==> src/rfm_defines.svh <==
// register offsets, reset values, field positions and timing counts
// Notes on behaviour
// RULE1 - power/field register resets to 0x01
// RULE2 - B7 standby: regulators on, receiver/transmitter off
// RULE3 - B6 bypasses decoders, keying drives modulation
// RULE4 - field active only while B5 set
// RULE5 - B4 selects half drive power
// RULE6 - B3 selects phase input, else amplitude
// RULE7 - B1 enables receiver and oscillator; the oscillator here follows chip enable only
// RULE8 - B0 selects 5 V supply range
// RULE9 - protocol register resets to 0x02
// RULE10 - B7 set skips receive CRC check
// RULE11 - raw path: subcarrier, or bits plus clock
// RULE12 - codes 0-3: coding and single-subcarrier rate
// RULE13 - codes 4-7: double-subcarrier, same bit order
// RULE14 - codes 8-11: proximity A rates
// RULE15 - codes 12-15: proximity B rates
// RULE16 - proximity code rate applies to reception
// RULE17 - host writes zero to reserved bits
// RULE18 - host writes only defined protocol codes
// RULE19 - protocol write reloads option registers 0x02-0x0B
// RULE20 - stop condition ends raw path, clears B6
`ifndef RFM_DEFINES_SVH
`define RFM_DEFINES_SVH
`define RFM_ADDR_PWR      5'h00
`define RFM_ADDR_PROTO    5'h01
`define RFM_PWR_RESET     8'h01
`define RFM_PROTO_RESET   8'h02
`define RFM_PWR_RSVD_MASK 8'h04
`define RFM_PWR_DIRECT    6
`define RFM_OPT_FIRST     5'h02
`define RFM_OPT_LAST      5'h0B
`define RFM_CODE_PROPR    5'h13
`define RFM_SYNC_STAGES   2
`endif

==> src/rfm_pkg.sv <==
// types shared by the main configuration register bank
`default_nettype none
package rfm_pkg;
   // power and field control register layout
   typedef struct packed {
      logic stby;
      logic direct;
      logic field_drive_enable;
      logic drive_strength_half;
      logic phase_input_select;
      logic rsvd;
      logic rec_on;
      logic supply_range_select;
   } rfm_pwr_type;
   // protocol select register layout
   typedef struct packed {
      logic       rx_crc_off;
      logic       raw_bits;
      logic       reader_mode;
      logic [4:0] code;
   } rfm_proto_type;
   typedef enum logic [2:0] {
      RFM_VIC_SINGLE = 3'h0,
      RFM_VIC_DOUBLE = 3'h1,
      RFM_PROX_A     = 3'h2,
      RFM_PROX_B     = 3'h3,
      RFM_PROPR      = 3'h4,
      RFM_UNDEF      = 3'h7
   } rfm_family_type;
   // decoded protocol choice
   typedef struct packed {
      rfm_family_type family;
      logic [1:0]     rate;
      logic           coding_256;
   } rfm_info_type;
endpackage
`default_nettype wire

==> src/rfm_proto_decode.sv <==
// decodes the protocol select code into family, rate and coding
`timescale 1ns/1ps
`default_nettype none
`include "rfm_defines.svh"
module rfm_proto_decode (
   input  wire logic [4:0]          code,
   output rfm_pkg::rfm_info_type    info
);
   // vicinity rate bit is code[1], coding bit is code[0]
   always_comb begin
      info.rate       = 2'h0;
      info.coding_256 = 1'b0;
      info.family     = rfm_pkg::RFM_UNDEF;
      case (code[4:2])
         3'h0: begin
            info.family     = rfm_pkg::RFM_VIC_SINGLE; // RULE12
            info.rate       = {1'b0, code[1]};
            info.coding_256 = code[0];
         end
         3'h1: begin
            info.family     = rfm_pkg::RFM_VIC_DOUBLE; // RULE13
            info.rate       = {1'b0, code[1]};
            info.coding_256 = code[0];
         end
         3'h2: begin
            info.family = rfm_pkg::RFM_PROX_A; // RULE14
            info.rate   = code[1:0];
         end
         3'h3: begin
            info.family = rfm_pkg::RFM_PROX_B; // RULE15
            info.rate   = code[1:0];
         end
         default: begin
            // anything else has no defined behaviour, except code 0x13
            if (code == `RFM_CODE_PROPR) begin
               info.family = rfm_pkg::RFM_PROPR;
            end
         end
      endcase
   end
endmodule
`default_nettype wire

==> src/rfm_main_cfg.sv <==
// main configuration registers: power/field control and protocol select
`timescale 1ns/1ps
`default_nettype none
`include "rfm_defines.svh"
module rfm_main_cfg (
   input  wire logic                clk,
   input  wire logic                rst_b,
   input  wire logic                chip_en,
   input  wire logic                host_wr,
   input  wire logic                host_rd,
   input  wire logic                host_stop,
   input  wire logic [4:0]          host_addr,
   input  wire logic [7:0]          host_wdata,
   output logic      [7:0]          host_rdata,
   output logic                     host_rvalid,
   input  wire logic                am_input,
   input  wire logic                pm_input,
   input  wire logic                keying_input,
   input  wire logic                framer_mod,
   input  wire logic                dec_bit,
   input  wire logic                dec_bit_clk,
   input  wire logic                tx_rate_differs,
   input  wire logic [1:0]          tx_rate_sel,
   output logic                     standby,
   output logic                     rx_enable,
   output logic                     tx_enable,
   output logic                     osc_enable,
   output logic                     field_drive_enable,
   output logic                     drive_strength_half,
   output logic                     phase_input_select,
   output logic                     supply_range_select,
   output logic                     decoder_bypass,
   output logic                     mod_out,
   output logic                     raw_out,
   output logic                     raw_out_oe,
   output logic                     raw_clk_out,
   output logic                     raw_clk_oe,
   output logic                     crc_check_enable,
   output rfm_pkg::rfm_info_type    proto_info,
   output logic      [1:0]          rx_rate,
   output logic      [1:0]          tx_rate,
   output logic                     option_reload
);

   // reset release through two flops
   logic [1:0] rst_pipe_r;
   logic       rst_sync_b;

   always_ff @(posedge clk or negedge rst_b) begin
      if (!rst_b) begin
         rst_pipe_r <= 2'h0;
      end else begin
         rst_pipe_r <= {rst_pipe_r[0], 1'b1};
      end
   end

   assign rst_sync_b = rst_pipe_r[1];

   // pin synchronisers: chip enable, am, pm, keying
   logic [3:0] pin_in;
   logic [3:0] pin_s1_r;
   logic [3:0] pin_s2_r;
   logic       en_s;
   logic       am_s;
   logic       pm_s;
   logic       key_s;

   assign pin_in = {chip_en, am_input, pm_input, keying_input};

   generate
      for (genvar i = 0; i < 4; i++) begin : g_sync
         always_ff @(posedge clk or negedge rst_sync_b) begin
            if (!rst_sync_b) begin
               pin_s1_r[i] <= 1'b0;
               pin_s2_r[i] <= 1'b0;
            end else begin
               pin_s1_r[i] <= pin_in[i];
               pin_s2_r[i] <= pin_s1_r[i];
            end
         end
      end
   endgenerate

   assign en_s  = pin_s2_r[3];
   assign am_s  = pin_s2_r[2];
   assign pm_s  = pin_s2_r[1];
   assign key_s = pin_s2_r[0];

   // register bank state
   rfm_pkg::rfm_pwr_type   pwr_r;
   rfm_pkg::rfm_pwr_type   pwr_nxt;
   rfm_pkg::rfm_proto_type proto_r;
   rfm_pkg::rfm_proto_type proto_nxt;
   logic                   reload_r;
   logic                   reload_nxt;
   logic [7:0]             rdata_r;
   logic [7:0]             rdata_nxt;
   logic                   rvalid_r;
   logic                   rvalid_nxt;
   logic                   wr_pwr;
   logic                   wr_proto;

   assign wr_pwr   = host_wr && (host_addr == `RFM_ADDR_PWR);
   assign wr_proto = host_wr && (host_addr == `RFM_ADDR_PROTO);

   // writes, stop handling and enable-low clear
   always_comb begin
      pwr_nxt    = pwr_r;
      proto_nxt  = proto_r;
      reload_nxt = 1'b0;
      if (wr_pwr) begin
         // reserved bit is dropped so it always reads zero
         pwr_nxt = host_wdata & ~`RFM_PWR_RSVD_MASK;
      end
      if (wr_proto) begin
         proto_nxt  = host_wdata;
         reload_nxt = 1'b1; // RULE19
      end
      if (host_stop) begin
         // stop wins over a write in the same cycle
         pwr_nxt[`RFM_PWR_DIRECT] = 1'b0; // RULE20
      end
      if (!en_s) begin
         pwr_nxt    = `RFM_PWR_RESET; // RULE1
         proto_nxt  = `RFM_PROTO_RESET; // RULE9
         reload_nxt = 1'b0;
      end
   end

   always_ff @(posedge clk or negedge rst_sync_b) begin
      if (!rst_sync_b) begin
         pwr_r    <= `RFM_PWR_RESET; // RULE1
         proto_r  <= `RFM_PROTO_RESET; // RULE9
         reload_r <= 1'b0;
      end else begin
         pwr_r    <= pwr_nxt;
         proto_r  <= proto_nxt;
         reload_r <= reload_nxt;
      end
   end

   // read path: other addresses belong to other banks, read zero
   always_comb begin
      rdata_nxt  = rdata_r;
      rvalid_nxt = host_rd;
      if (host_rd) begin
         case (host_addr)
            `RFM_ADDR_PWR:   rdata_nxt = pwr_r;
            `RFM_ADDR_PROTO: rdata_nxt = proto_r;
            default:         rdata_nxt = 8'h00;
         endcase
      end
   end

   always_ff @(posedge clk or negedge rst_sync_b) begin
      if (!rst_sync_b) begin
         rdata_r  <= 8'h00;
         rvalid_r <= 1'b0;
      end else begin
         rdata_r  <= rdata_nxt;
         rvalid_r <= rvalid_nxt;
      end
   end

   assign host_rdata    = rdata_r;
   assign host_rvalid   = rvalid_r;
   assign option_reload = reload_r;

   // protocol decode
   rfm_pkg::rfm_info_type info;

   rfm_proto_decode u_decode (
      .code (proto_r.code),
      .info (info)
   );

   // control outputs, one flop behind the registers
   logic                  stby_nxt;
   logic                  rxen_nxt;
   logic                  txen_nxt;
   logic                  osc_nxt;
   logic                  mod_nxt;
   logic                  raw_nxt;
   logic                  raw_oe_nxt;
   logic                  rclk_nxt;
   logic                  rclk_oe_nxt;
   logic [1:0]            txr_nxt;
   logic                  stby_r;
   logic                  rxen_r;
   logic                  txen_r;
   logic                  osc_r;
   logic                  mod_r;
   logic                  raw_r;
   logic                  raw_oe_r;
   logic                  rclk_r;
   logic                  rclk_oe_r;
   logic [1:0]            txr_r;
   logic                  field_r;
   logic                  half_r;
   logic                  psel_r;
   logic                  supply_r;
   logic                  bypass_r;
   logic                  crc_r;
   logic [1:0]            rxr_r;
   rfm_pkg::rfm_info_type info_r;

   always_comb begin
      stby_nxt = pwr_r.stby; // RULE2
      // standby wins over the rx and tx enables; oscillator stays up
      txen_nxt = !pwr_r.stby && pwr_r.field_drive_enable; // RULE4
      rxen_nxt = !pwr_r.stby
                 && (pwr_r.field_drive_enable || pwr_r.rec_on); // RULE7
      osc_nxt  = en_s;
      // keying input replaces the framer in the raw path
      mod_nxt  = pwr_r.direct ? key_s : framer_mod; // RULE3
      raw_oe_nxt  = pwr_r.direct;
      rclk_oe_nxt = pwr_r.direct && proto_r.raw_bits; // RULE11
      if (proto_r.raw_bits) begin
         raw_nxt  = dec_bit; // RULE11
         rclk_nxt = dec_bit_clk;
      end else begin
         // subcarrier taken from the chosen receive input
         raw_nxt  = pwr_r.phase_input_select ? pm_s : am_s; // RULE6
         rclk_nxt = 1'b0;
      end
      // separate transmit rate only on proximity codes
      txr_nxt = info.rate;
      if (tx_rate_differs && (info.family == rfm_pkg::RFM_PROX_A
                              || info.family == rfm_pkg::RFM_PROX_B)) begin
         txr_nxt = tx_rate_sel; // RULE16
      end
   end

   always_ff @(posedge clk or negedge rst_sync_b) begin
      if (!rst_sync_b) begin
         stby_r    <= 1'b0;
         rxen_r    <= 1'b0;
         txen_r    <= 1'b0;
         osc_r     <= 1'b0;
         mod_r     <= 1'b0;
         raw_r     <= 1'b0;
         raw_oe_r  <= 1'b0;
         rclk_r    <= 1'b0;
         rclk_oe_r <= 1'b0;
         txr_r     <= 2'h0;
         field_r   <= 1'b0;
         half_r    <= 1'b0;
         psel_r    <= 1'b0;
         supply_r  <= 1'b1;
         bypass_r  <= 1'b0;
         crc_r     <= 1'b1;
         rxr_r     <= 2'h1;
         info_r    <= '0;
      end else begin
         stby_r    <= stby_nxt;
         rxen_r    <= rxen_nxt;
         txen_r    <= txen_nxt;
         osc_r     <= osc_nxt;
         mod_r     <= mod_nxt;
         raw_r     <= raw_nxt;
         raw_oe_r  <= raw_oe_nxt;
         rclk_r    <= rclk_nxt;
         rclk_oe_r <= rclk_oe_nxt;
         txr_r     <= txr_nxt;
         field_r   <= pwr_r.field_drive_enable; // RULE4
         half_r    <= pwr_r.drive_strength_half; // RULE5
         psel_r    <= pwr_r.phase_input_select; // RULE6
         supply_r  <= pwr_r.supply_range_select; // RULE8
         bypass_r  <= pwr_r.direct; // RULE3
         crc_r     <= !proto_r.rx_crc_off; // RULE10
         rxr_r     <= info.rate; // RULE16
         info_r    <= info;
      end
   end

   assign standby             = stby_r;
   assign rx_enable           = rxen_r;
   assign tx_enable           = txen_r;
   assign osc_enable          = osc_r;
   assign mod_out             = mod_r;
   assign raw_out             = raw_r;
   assign raw_out_oe          = raw_oe_r;
   assign raw_clk_out         = rclk_r;
   assign raw_clk_oe          = rclk_oe_r;
   assign tx_rate             = txr_r;
   assign field_drive_enable  = field_r;
   assign drive_strength_half = half_r;
   assign phase_input_select  = psel_r;
   assign supply_range_select = supply_r;
   assign decoder_bypass      = bypass_r;
   assign crc_check_enable    = crc_r;
   assign rx_rate             = rxr_r;
   assign proto_info          = info_r;

   // checks on the bank
   pwr_reset_a: assert property (@(posedge clk) disable iff (!rst_sync_b) // RULE1
      !en_s |=> pwr_r == `RFM_PWR_RESET)
      else $error("power register not cleared by enable low");

   proto_reset_a: assert property (@(posedge clk) disable iff (!rst_sync_b) // RULE9
      !en_s |=> proto_r == `RFM_PROTO_RESET ##1 rx_rate == 2'h1)
      else $error("protocol register not cleared by enable low");

   standby_quiet_a: assert property (@(posedge clk) disable iff (!rst_sync_b) // RULE2
      pwr_r.stby |=> !rx_enable && !tx_enable && standby)
      else $error("enables active in standby");

   field_write_a: assert property (@(posedge clk) disable iff (!rst_sync_b) // RULE4
      wr_pwr && en_s && !host_stop |=> ##1 field_drive_enable == $past(host_wdata[5], 2))
      else $error("field enable does not follow written bit");

   keying_path_a: assert property (@(posedge clk) disable iff (!rst_sync_b) // RULE3
      pwr_r.direct |=> mod_out == $past(key_s))
      else $error("modulation not driven from keying input");

   crc_sel_a: assert property (@(posedge clk) disable iff (!rst_sync_b) // RULE10
      wr_proto && en_s |=> ##1 crc_check_enable == !$past(host_wdata[7], 2))
      else $error("crc check does not follow written bit");

   reload_pulse_a: assert property (@(posedge clk) disable iff (!rst_sync_b) // RULE19
      wr_proto && en_s |=> option_reload ##1 (option_reload == $past(wr_proto && en_s)))
      else $error("option reload pulse wrong");

   stop_clear_a: assert property (@(posedge clk) disable iff (!rst_sync_b) // RULE20
      host_stop |=> !pwr_r.direct ##1 !decoder_bypass && !raw_out_oe)
      else $error("stop did not end raw path");

   raw_clock_a: assert property (@(posedge clk) disable iff (!rst_sync_b) // RULE11
      raw_clk_oe |-> decoder_bypass && raw_out_oe)
      else $error("bit clock driven outside raw bit mode");

   prox_rate_a: assert property (@(posedge clk) disable iff (!rst_sync_b) // RULE14
      proto_r.code[4:2] == 3'h2 |=> proto_info.family == rfm_pkg::RFM_PROX_A
                                    && rx_rate == $past(proto_r.code[1:0]))
      else $error("proximity A code decoded wrongly");

endmodule
`default_nettype wire

==> config.mk <==
export PLATFORM = sky130hd
export DESIGN_NAME = rfm_main_cfg
export DESIGN_NICKNAME = d
export VERILOG_FILES = /design/src/rfm_pkg.sv /design/src/rfm_proto_decode.sv /design/src/rfm_main_cfg.sv
export VERILOG_INCLUDE_DIRS = /design/src
export SDC_FILE = /design/constraint.sdc
export NUM_CORES = 1
export LEC_CHECK = 0
export BUFFER_PORTS_ARGS = -buffer_cell sky130_fd_sc_hd__buf_2
export CAP_MARGIN = 5
export CORE_ASPECT_RATIO = 0.7
export CORE_MARGIN = 2
export CORE_UTILIZATION = 45
export DETAILED_ROUTE_END_ITERATION = 12
export GPL_TIMING_DRIVEN = 1
export PLACE_DENSITY = 0.74
export SLEW_MARGIN = 10
export SYNTH_ARGS = -nofsm -noshare
export SYNTH_HDL_FRONTEND = slang
export SYNTH_SLANG_ARGS = --single-unit
==> constraint.sdc <==
create_clock -name clk -period 1.9 [get_ports clk]
set_clock_uncertainty 0.2 [all_clocks]
set_input_delay 0.095 -clock clk [delete_from_list [all_inputs] [get_ports clk]]
set_output_delay 0.095 -clock clk [all_outputs]
set_load 0.05 [all_outputs]
==> results of run 1 <==
[sequential cells by signal, indices dropped and copies added (netlist names), 2 cells and up]
register and flops:
pwr_r 5, rst_pipe_r 2, proto_r 8, host_rdata 8
proto_info 6, pin_s1_r 4, tx_rate 2
[critical path: cells and delay by family (launching register included)]
kind,cells,cell delay (ns)
simple gates,1,0.22
flops,1,0.60
mux,1,0.09
buf+inv,1,0.56
[kinds of logic after synthesis]
kind of cell / Yosys count / share of synthesized area, %
flops: 58 / 67.93
simple gates: 55 / 14.23
mux: 20 / 9.446
buf+inv: 13 / 3.731
compound gates: 11 / 4.490
other cells: 1 / 0.1748
[worst paths after layout]
kind                                                  to  slack [ns]  cells after the start
setup reg to reg                    tx_rate[1]$_DFF_PN0_        0.14                      3
hold / removal                      pwr_r[0]$_DFFE_PN1P_        0.02                      3
max in group asynchronous  supply_range_select$_DFF_PN1_        0.88                      1
setup / recovery                    tx_rate[1]$_DFF_PN0_        0.14                      3
hold reg to reg                     pwr_r[5]$_DFFE_PN0P_        0.04                      0
min in group asynchronous           pwr_r[5]$_DFFE_PN0P_        0.04                      0
[placed cells by master, fill, tap and decap left out, drive strengths merged, types with 5 or more instances in the layout]
master and count:
buf 65, dfrtp 53, dlygate4sd3 24, nand2 22, mux2i 18, clkbuf 14, nor2 9, nor2b 8
a221o 7, dfstp 5
[stage by stage]
step	hold WS, ns	area (um2)	worst slack, ns	utilization [%]	std cells
final	0.01686	2915	0.1364	65.45	308
after global routing	0.03635	2915	0.03627	65.45	308
after CTS	0.01052	2915	0.1629	65.45	308
after detailed placement	-0.3161	2492	0.4957	55.96	268
after global placement	-0.3194	2492	0.5212	55.96	268
after floorplan	-0.4006	2147	0.5816	-	158
[what timing repair did]
action | 4_1_cts | 5_1_grt
hold buffers | 24 | 0
gates resized for setup | 0 | 0
hold endpoints to repair | 29 | 0
[power by group]
| group | switching [mW] | internal (mW) | total (mW) |
|---|---|---|---|
| combinational | 0.0964 | 0.0789 | 0.175 |
| clock | 0.448 | 0.576 | 1.02 |
| sequential | 0.0191 | 1.26 | 1.28 |
| total | 0.564 | 1.91 | 2.48 |
[final cells by class]
type / instances / area share (%)
Clock inverter: 2 / 0.3433
Sequential cell: 58 / 50.04
Timing Repair Buffer: 89 / 20.09
Inverter: 3 / 0.3863
Tap cell: 55 / 2.361
Clock buffer: 14 / 5.923
Multi-Input combinational cell: 87 / 20.86
[per-layer routing]
metal / vias to the layer above / GRT usage, %
met3: 3 / 8.190
met5: - / 0
met1: 719 / 23.37
met4: 0 / 6.027
met2: 56 / 30.44
li1: 710 / -
==> results list, run 1 <==
* Wire length of the first global-routing pass: 7113 um
* Most instantiated cells after synthesis: sky130_fd_sc_hd__dfrtp_1, sky130_fd_sc_hd__nand2_1, sky130_fd_sc_hd__mux2i_1
- The number of failing hold endpoints at the final stage was 0.
* Post-layout nets: roughly 280
- Total negative setup slack: 0 ns
* Multi-input gate area in the final layout: about 600 um2
- Compared with the post-synthesis result, the final layout area differs by 35.86%.
- The completed layout was analyzed and its total power is between 2 and 2.5 mW.
* Fraction of final layout cells sized beyond drive strength 1: 35.57%
- After synthesis, the share of flip-flops with an asynchronous set or reset is 100.0%.
* Routability congestion estimate from global placement: 0.7279
- Among all flip-flop cells after synthesis, the most frequent one is sky130_fd_sc_hd__dfrtp_1.
- On the worst path, the slowest cell contributes a delay of around 0.6 ns.
- Final antenna-violating net count: 0
- The analysis attributes to cell leakage a power of 1.531 nW.
* Die height: 61.78 um
* Gate Count Post-Synth: 158
- Final count of negative-setup-slack endpoints: 0
- The die covers ~5300 um2.
- Pin slew with the least headroom to its limit: 0.5192 ns
* Mapped Nets: 186
- Core outline area: approximately 4500 um2
- Clock H-tree levels: 3
- Vias per inst: 4.831
- In this run the horizontal extent of the chip is 86.54 um.
- Across the run, the number of max-cap violations was 0.
- Library cell with the largest summed area after synthesis: sky130_fd_sc_hd__dfrtp_1
* CP startpoint: proto_r[1]$_DFFE_PN1P_
* Overall global routing resource usage: 18.79%
- Sequential cell area: 1459 um2
- At the later pin of the worst-skew pair, clock insertion delay measures 0.33 ns.
* Number of unique standard cell types used by synthesis: 27
- Sequential share of the synthesized area: 67.93%
* Hold wc startpoint: host_wr
* Final period util: 92.82%
- Number of remaining DRC errors: 0
* Detailed placer's ending HPWL: roughly 2800 um
- Synth Area per Inst: between 10 and 15 um2
- between 60 and 70 I/O pins were placed.
* Count of pins over their slew limit: 0
- Data on the critical path is required at its endpoint by 1.93 ns.
* Total global routing overflow: 0
* Via count of the first global-routing pass: approximately 1500
- Clock transition at the registers of the reported paths: 0.06 ns
- Counting the fill cells in the layout gives ~350.
- STA classifies the critical path endpoint as a flip-flop.
- TritonCTS built the clock tree.
- Entering global routing, the biggest net connects 24 pins.
* Initial antenna violation count: 0
* Met2 routed wirelength: roughly 2000 um
- Cell area after synthesis: between 2000 and 2500 um2
- Total power per unit cell area: 850.1 nW/um2
* Largest driver fanout on the critical path: 7
- Iteration-0 DRC Markers: ~110
- # rows: 20
- Slowest stage cell, crit path: sky130_fd_sc_hd__dfstp_2
- Top-count cell post-synth: sky130_fd_sc_hd__dfrtp_1
- #FFs+latches synth: 58
- Data on the critical path arrives at its endpoint at roughly 1.8 ns.
- Clock Tree Buf Depth: 2
* Vias after detailed routing: 1488
- The worst setup path is of the flip-flop to flip-flop kind.
- Routed wire length on met3: 336 um
* Top routing layer used: met4
- Worst reg2reg startpoint: proto_r[1]$_DFFE_PN1P_
* Setup Buffers After CTS: 0
* Hold Crit Class: input pin to flip-flop
- The worst setup path is launched from a flip-flop.
* Ant. Diodes: 0
- The run finished with clean final reports.
* Area contributors post-synth: sky130_fd_sc_hd__dfrtp_1, sky130_fd_sc_hd__mux2i_1, sky130_fd_sc_hd__dfstp_2
- CTS buffer count: 9
- The critical path goes through mux2i_1, dlygate4sd3_1, nor3b_1.
* Length of routed wiring on met1: 1931 um
- For this configuration, the core starts out at a cell density of 48.17%.
- Number of sinks handled by clock tree synthesis: 58
- The first detailed-routing pass ran for 5 iterations.
* Setup repair after global routing missed its margin: false
* Slew headroom: 65.39%
- Wirelength, routed: 4346 um
- Number of enable flip-flop cells after synthesis: 0
* Highest clock frequency the design can meet: between 0.5 and 0.6 GHz
- Top-area cell type share of the netlist area: 61.81%
- After detailed routing, the average wire length per cell comes to between 10 and 15 um.
- Counting I/O delays and the setup requirement, the final critical path takes 1.764 ns.
- The tree is rooted in a sky130_fd_sc_hd__clkbuf_8.
* Maximum vdd drop: ~460 uV
- During synthesis, Yosys emitted a total of 0 warnings.
- Port-buffer cells: 62
(Power assumes the default switching activity.)
==> run 2: changes to the inputs <==
Settings changed: CELL_PAD_IN_SITES_DETAIL_PLACEMENT from default to 0, CELL_PAD_IN_SITES_GLOBAL_PLACEMENT from default to 1, CORE_UTILIZATION 45 to 36, PLACE_DENSITY 0.74 to default, PLACE_DENSITY_LB_ADDON from default to 0.1.
==> run 2 against run 1 <==
Register-to-register slack gained 0.04 ns. Sequential power is essentially flat. Utilization shrank 14 points. First-iteration DRC count shrank 2.8%. Setup slack gained 0.037 ns. Clock-buffer cell count is the same. Critical path type unchanged.
==> results list, run 2 (synthesis gave the netlist of run 1 again) <==
- Detailed placer's ending HPWL: 3048 um (+9.3%)
- CTS placed an instance of sky130_fd_sc_hd__clkbuf_8 at the clock tree root.
- WL per Instance: 13.88 um (-1.6%)
- Min Clock Period, post-route: 1.727 ns (-0.03688 ns)
- The fmax came to 0.5792 GHz (+2.1%).
* Slowest stage cell, crit path: sky130_fd_sc_hd__dfstp_2
- Required time of the critical path: 1.94 ns (about the same)
* Starting density of the core: 37.47% (-11 points)
- Met2 Track Usage GR: 22.66% (-7.8 points)
* Largest driver fanout on the critical path: 7 (unchanged)
* Number of remaining DRC errors: 0 (unchanged)
- Vias after detailed routing: 1454 (-2.3%)
- Wirelength, routed: 4538 um (+4.4%)
- Type of the worst setup path: flip-flop to flip-flop
- The total placed instance area came to 2517 um2 (+1.0%).
* Latest clock arrival within the worst-skew pair: 0.33 ns (about the same)
- Wire length of the first global-routing pass: 7093 um (-0.28%)
- Final instance area: 2930 um2 (+0.51%)
- Ant. Diodes: 0 (unchanged)
* Core outline area: 5727 um2 (+29%)
* Port-buffer cells: 62 (unchanged)
- The number of rows created at floorplan was 23 (+15%).
* Clock H-tree levels: 3 (unchanged)
- The final layout net count was 275 (-0.36%).
- The number of buffers and inverters on the critical path was 1 (unchanged).
* Boundary Pins: 63 (unchanged)
- Hold buffer count at cts: 23 (-4.2%)
- Fillers: 521 (+48%)
- The proportion of layout cells with a drive suffix above 1 was 35.71% (+0.14 points).
- The data arrival at the endpoint of the critical path came to 1.76 ns (-0.04 ns).
* Total negative setup slack: 0 ns (unchanged)
- The number of slew-limit violations in the final report is 0 (unchanged).
- Leaving out fill and tap cells, the most frequent cell in the layout is sky130_fd_sc_hd__buf_2.
- The routability-driven placement congestion ratio is 0.7883 (+8.3%).
* Leading cell types in the layout, fill and taps excluded: sky130_fd_sc_hd__buf_2, sky130_fd_sc_hd__dfrtp_1, sky130_fd_sc_hd__dlygate4sd3_1, sky130_fd_sc_hd__nand2_1, sky130_fd_sc_hd__mux2i_1
- In this run the most used layer during global routing was met2.
- The die area is 6604 um2 (+24%).
- Reg-to-reg setup timing slack: 0.17 ns (+0.04 ns)
- Setup repair after global routing left no endpoint under its margin.
- The number of setup violations in the final report was 0 (unchanged).
- The leakage power of the design was 1.529 nW (-0.14%).
- Met1 Resource Use GR: 19.47% (-3.9 points)
- Pin count of the biggest net entering global routing: 57 (+140%)
- CP peak stage delay: 0.60 ns (about the same)
- The maximum buffer depth of the clock tree came to 2 (unchanged).
- Routing usage on met3: 7.500% (-0.69 points)
- The final antenna-violating net count was 0 (unchanged).
* Maximum vdd drop: 383.2 uV (-17%)
- The clock sink total was 58 (unchanged).
* Via count of the first global-routing pass: 1421 (-4.4%)
- CTS buffer count: 9 (unchanged)
* Status: complete, no violations
- Final period util: 90.88% (-1.9 points)
- Resized Gates After CTS: 0 (unchanged)
- Die X-Extent: 96.28 um (+11%)
* Hold Crit Class: input pin to flip-flop
- Broken down by cell family, the worst path's largest delay share belongs to flip-flops.
- Overall global routing resource usage: 15.33% (-3.5 points)
* Clock transition at the registers of the reported paths: 0.06 ns (about the same)
* Initial antenna violation count: 0 (unchanged)
- STA classifies the critical path startpoint as a flip-flop.
- From synthesis to final layout, the design area changed by 36.56%.
- The via-per-instance ratio was 4.446 (-8.0%).
- Max capacitance violation total: 0 (unchanged)
* Setup Buffers After CTS: 0 (unchanged)
- Total power per unit cell area: 841.3 nW/um2 (-1.0%)
- Endpoint type of the worst setup path: flip-flop
* Number of iterations in the first detailed-routing pass: 4 (-1)
- Worst path cell trace: mux2i_1, dlygate4sd3_1, nor3b_1
- The total overflow reported by the global router is 0 (unchanged).
* Number of hold violations in the final report: 0 (unchanged)
- The number of design-rule violations left by the first detailed-router iteration is 104 (-2.8%).
- Clock tree from TritonCTS: done
- The floorplan die height is 68.60 um (+11%).
==> run 2: cell count changes in the layout (fill, tap and decap cells not counted), sizes merged <==
| cell | previous run | this run |
|---|---|---|
| dlygate4sd3 | 24 | 23 |
==> run 2: worst reg2reg max path, cell delays in order, from the launching register on <==
cell and delay (ns):
sky130_fd_sc_hd__dfstp_2 0.60, sky130_fd_sc_hd__mux2i_1 0.08, sky130_fd_sc_hd__dlygate4sd3_1 0.56, sky130_fd_sc_hd__nor3b_1 0.19
==> run 2: where the power goes <==
part	switching (mW)	internal (mW)
sequential	0.0116	1.26
clock	0.435	0.576
combinational	0.105	0.0781
total	0.551	1.91
==> run 2: path summary, 6_finish.rpt <==
path / startpoint / end / depth (start not counted)
worst max-delay path: proto_r[1]$_DFFE_PN1P_ / tx_rate[1]$_DFF_PN0_ / 3
worst min-delay path: host_wr / pwr_r[0]$_DFFE_PN1P_ / 3
worst max register to register: proto_r[1]$_DFFE_PN1P_ / tx_rate[1]$_DFF_PN0_ / 3
worst min register to register: rst_pipe_r[1]$_DFF_PN0_ / am_s$_DFF_PN0_ / 1
max in group asynchronous: rst_b / rst_pipe_r[1]$_DFF_PN0_ / 3
min in group asynchronous: rst_pipe_r[1]$_DFF_PN0_ / am_s$_DFF_PN0_ / 1
==> run 2: per-layer routing <==
layer / vias to the layer above / wire length, um
li1: 707 / -
met1: 708 / 2155
met2: 37 / 2085
met3: 2 / 273
met4: 0 / 23
met5: - / 0
==> run 2: final cells by class <==
| type | instances | area (um2) | area share [%] |
|---|---|---|---|
| multi-input cells | 87 | 608.1 | 20.75 |
| flip-flops and latches | 58 | 1459 | 49.79 |
| clock inverters | 2 | 10.01 | 0.3416 |
| clock buffers | 14 | 172.7 | 5.892 |
| inverters | 3 | 11.26 | 0.3843 |
| well taps | 75 | 93.84 | 3.202 |
| repair buffers | 88 | 575.6 | 19.64 |
==> run 2: stage by stage <==
stage / setup WS (ns) / total power [mW] / hold WS, ns / cells / util, %
floorplan: 0.5816 / 1.373 / -0.4006 / 158 / -
global placement: 0.5121 / 1.437 / -0.3210 / 288 / 43.96
detailed placement: 0.4320 / 1.442 / -0.3186 / 288 / 43.96
CTS: 0.1772 / 2.517 / 0.02634 / 327 / 51.17
global route: 0.06932 / 2.597 / 0.04187 / 327 / 51.17
finish: 0.1733 / 2.465 / 0.04335 / 327 / 51.17
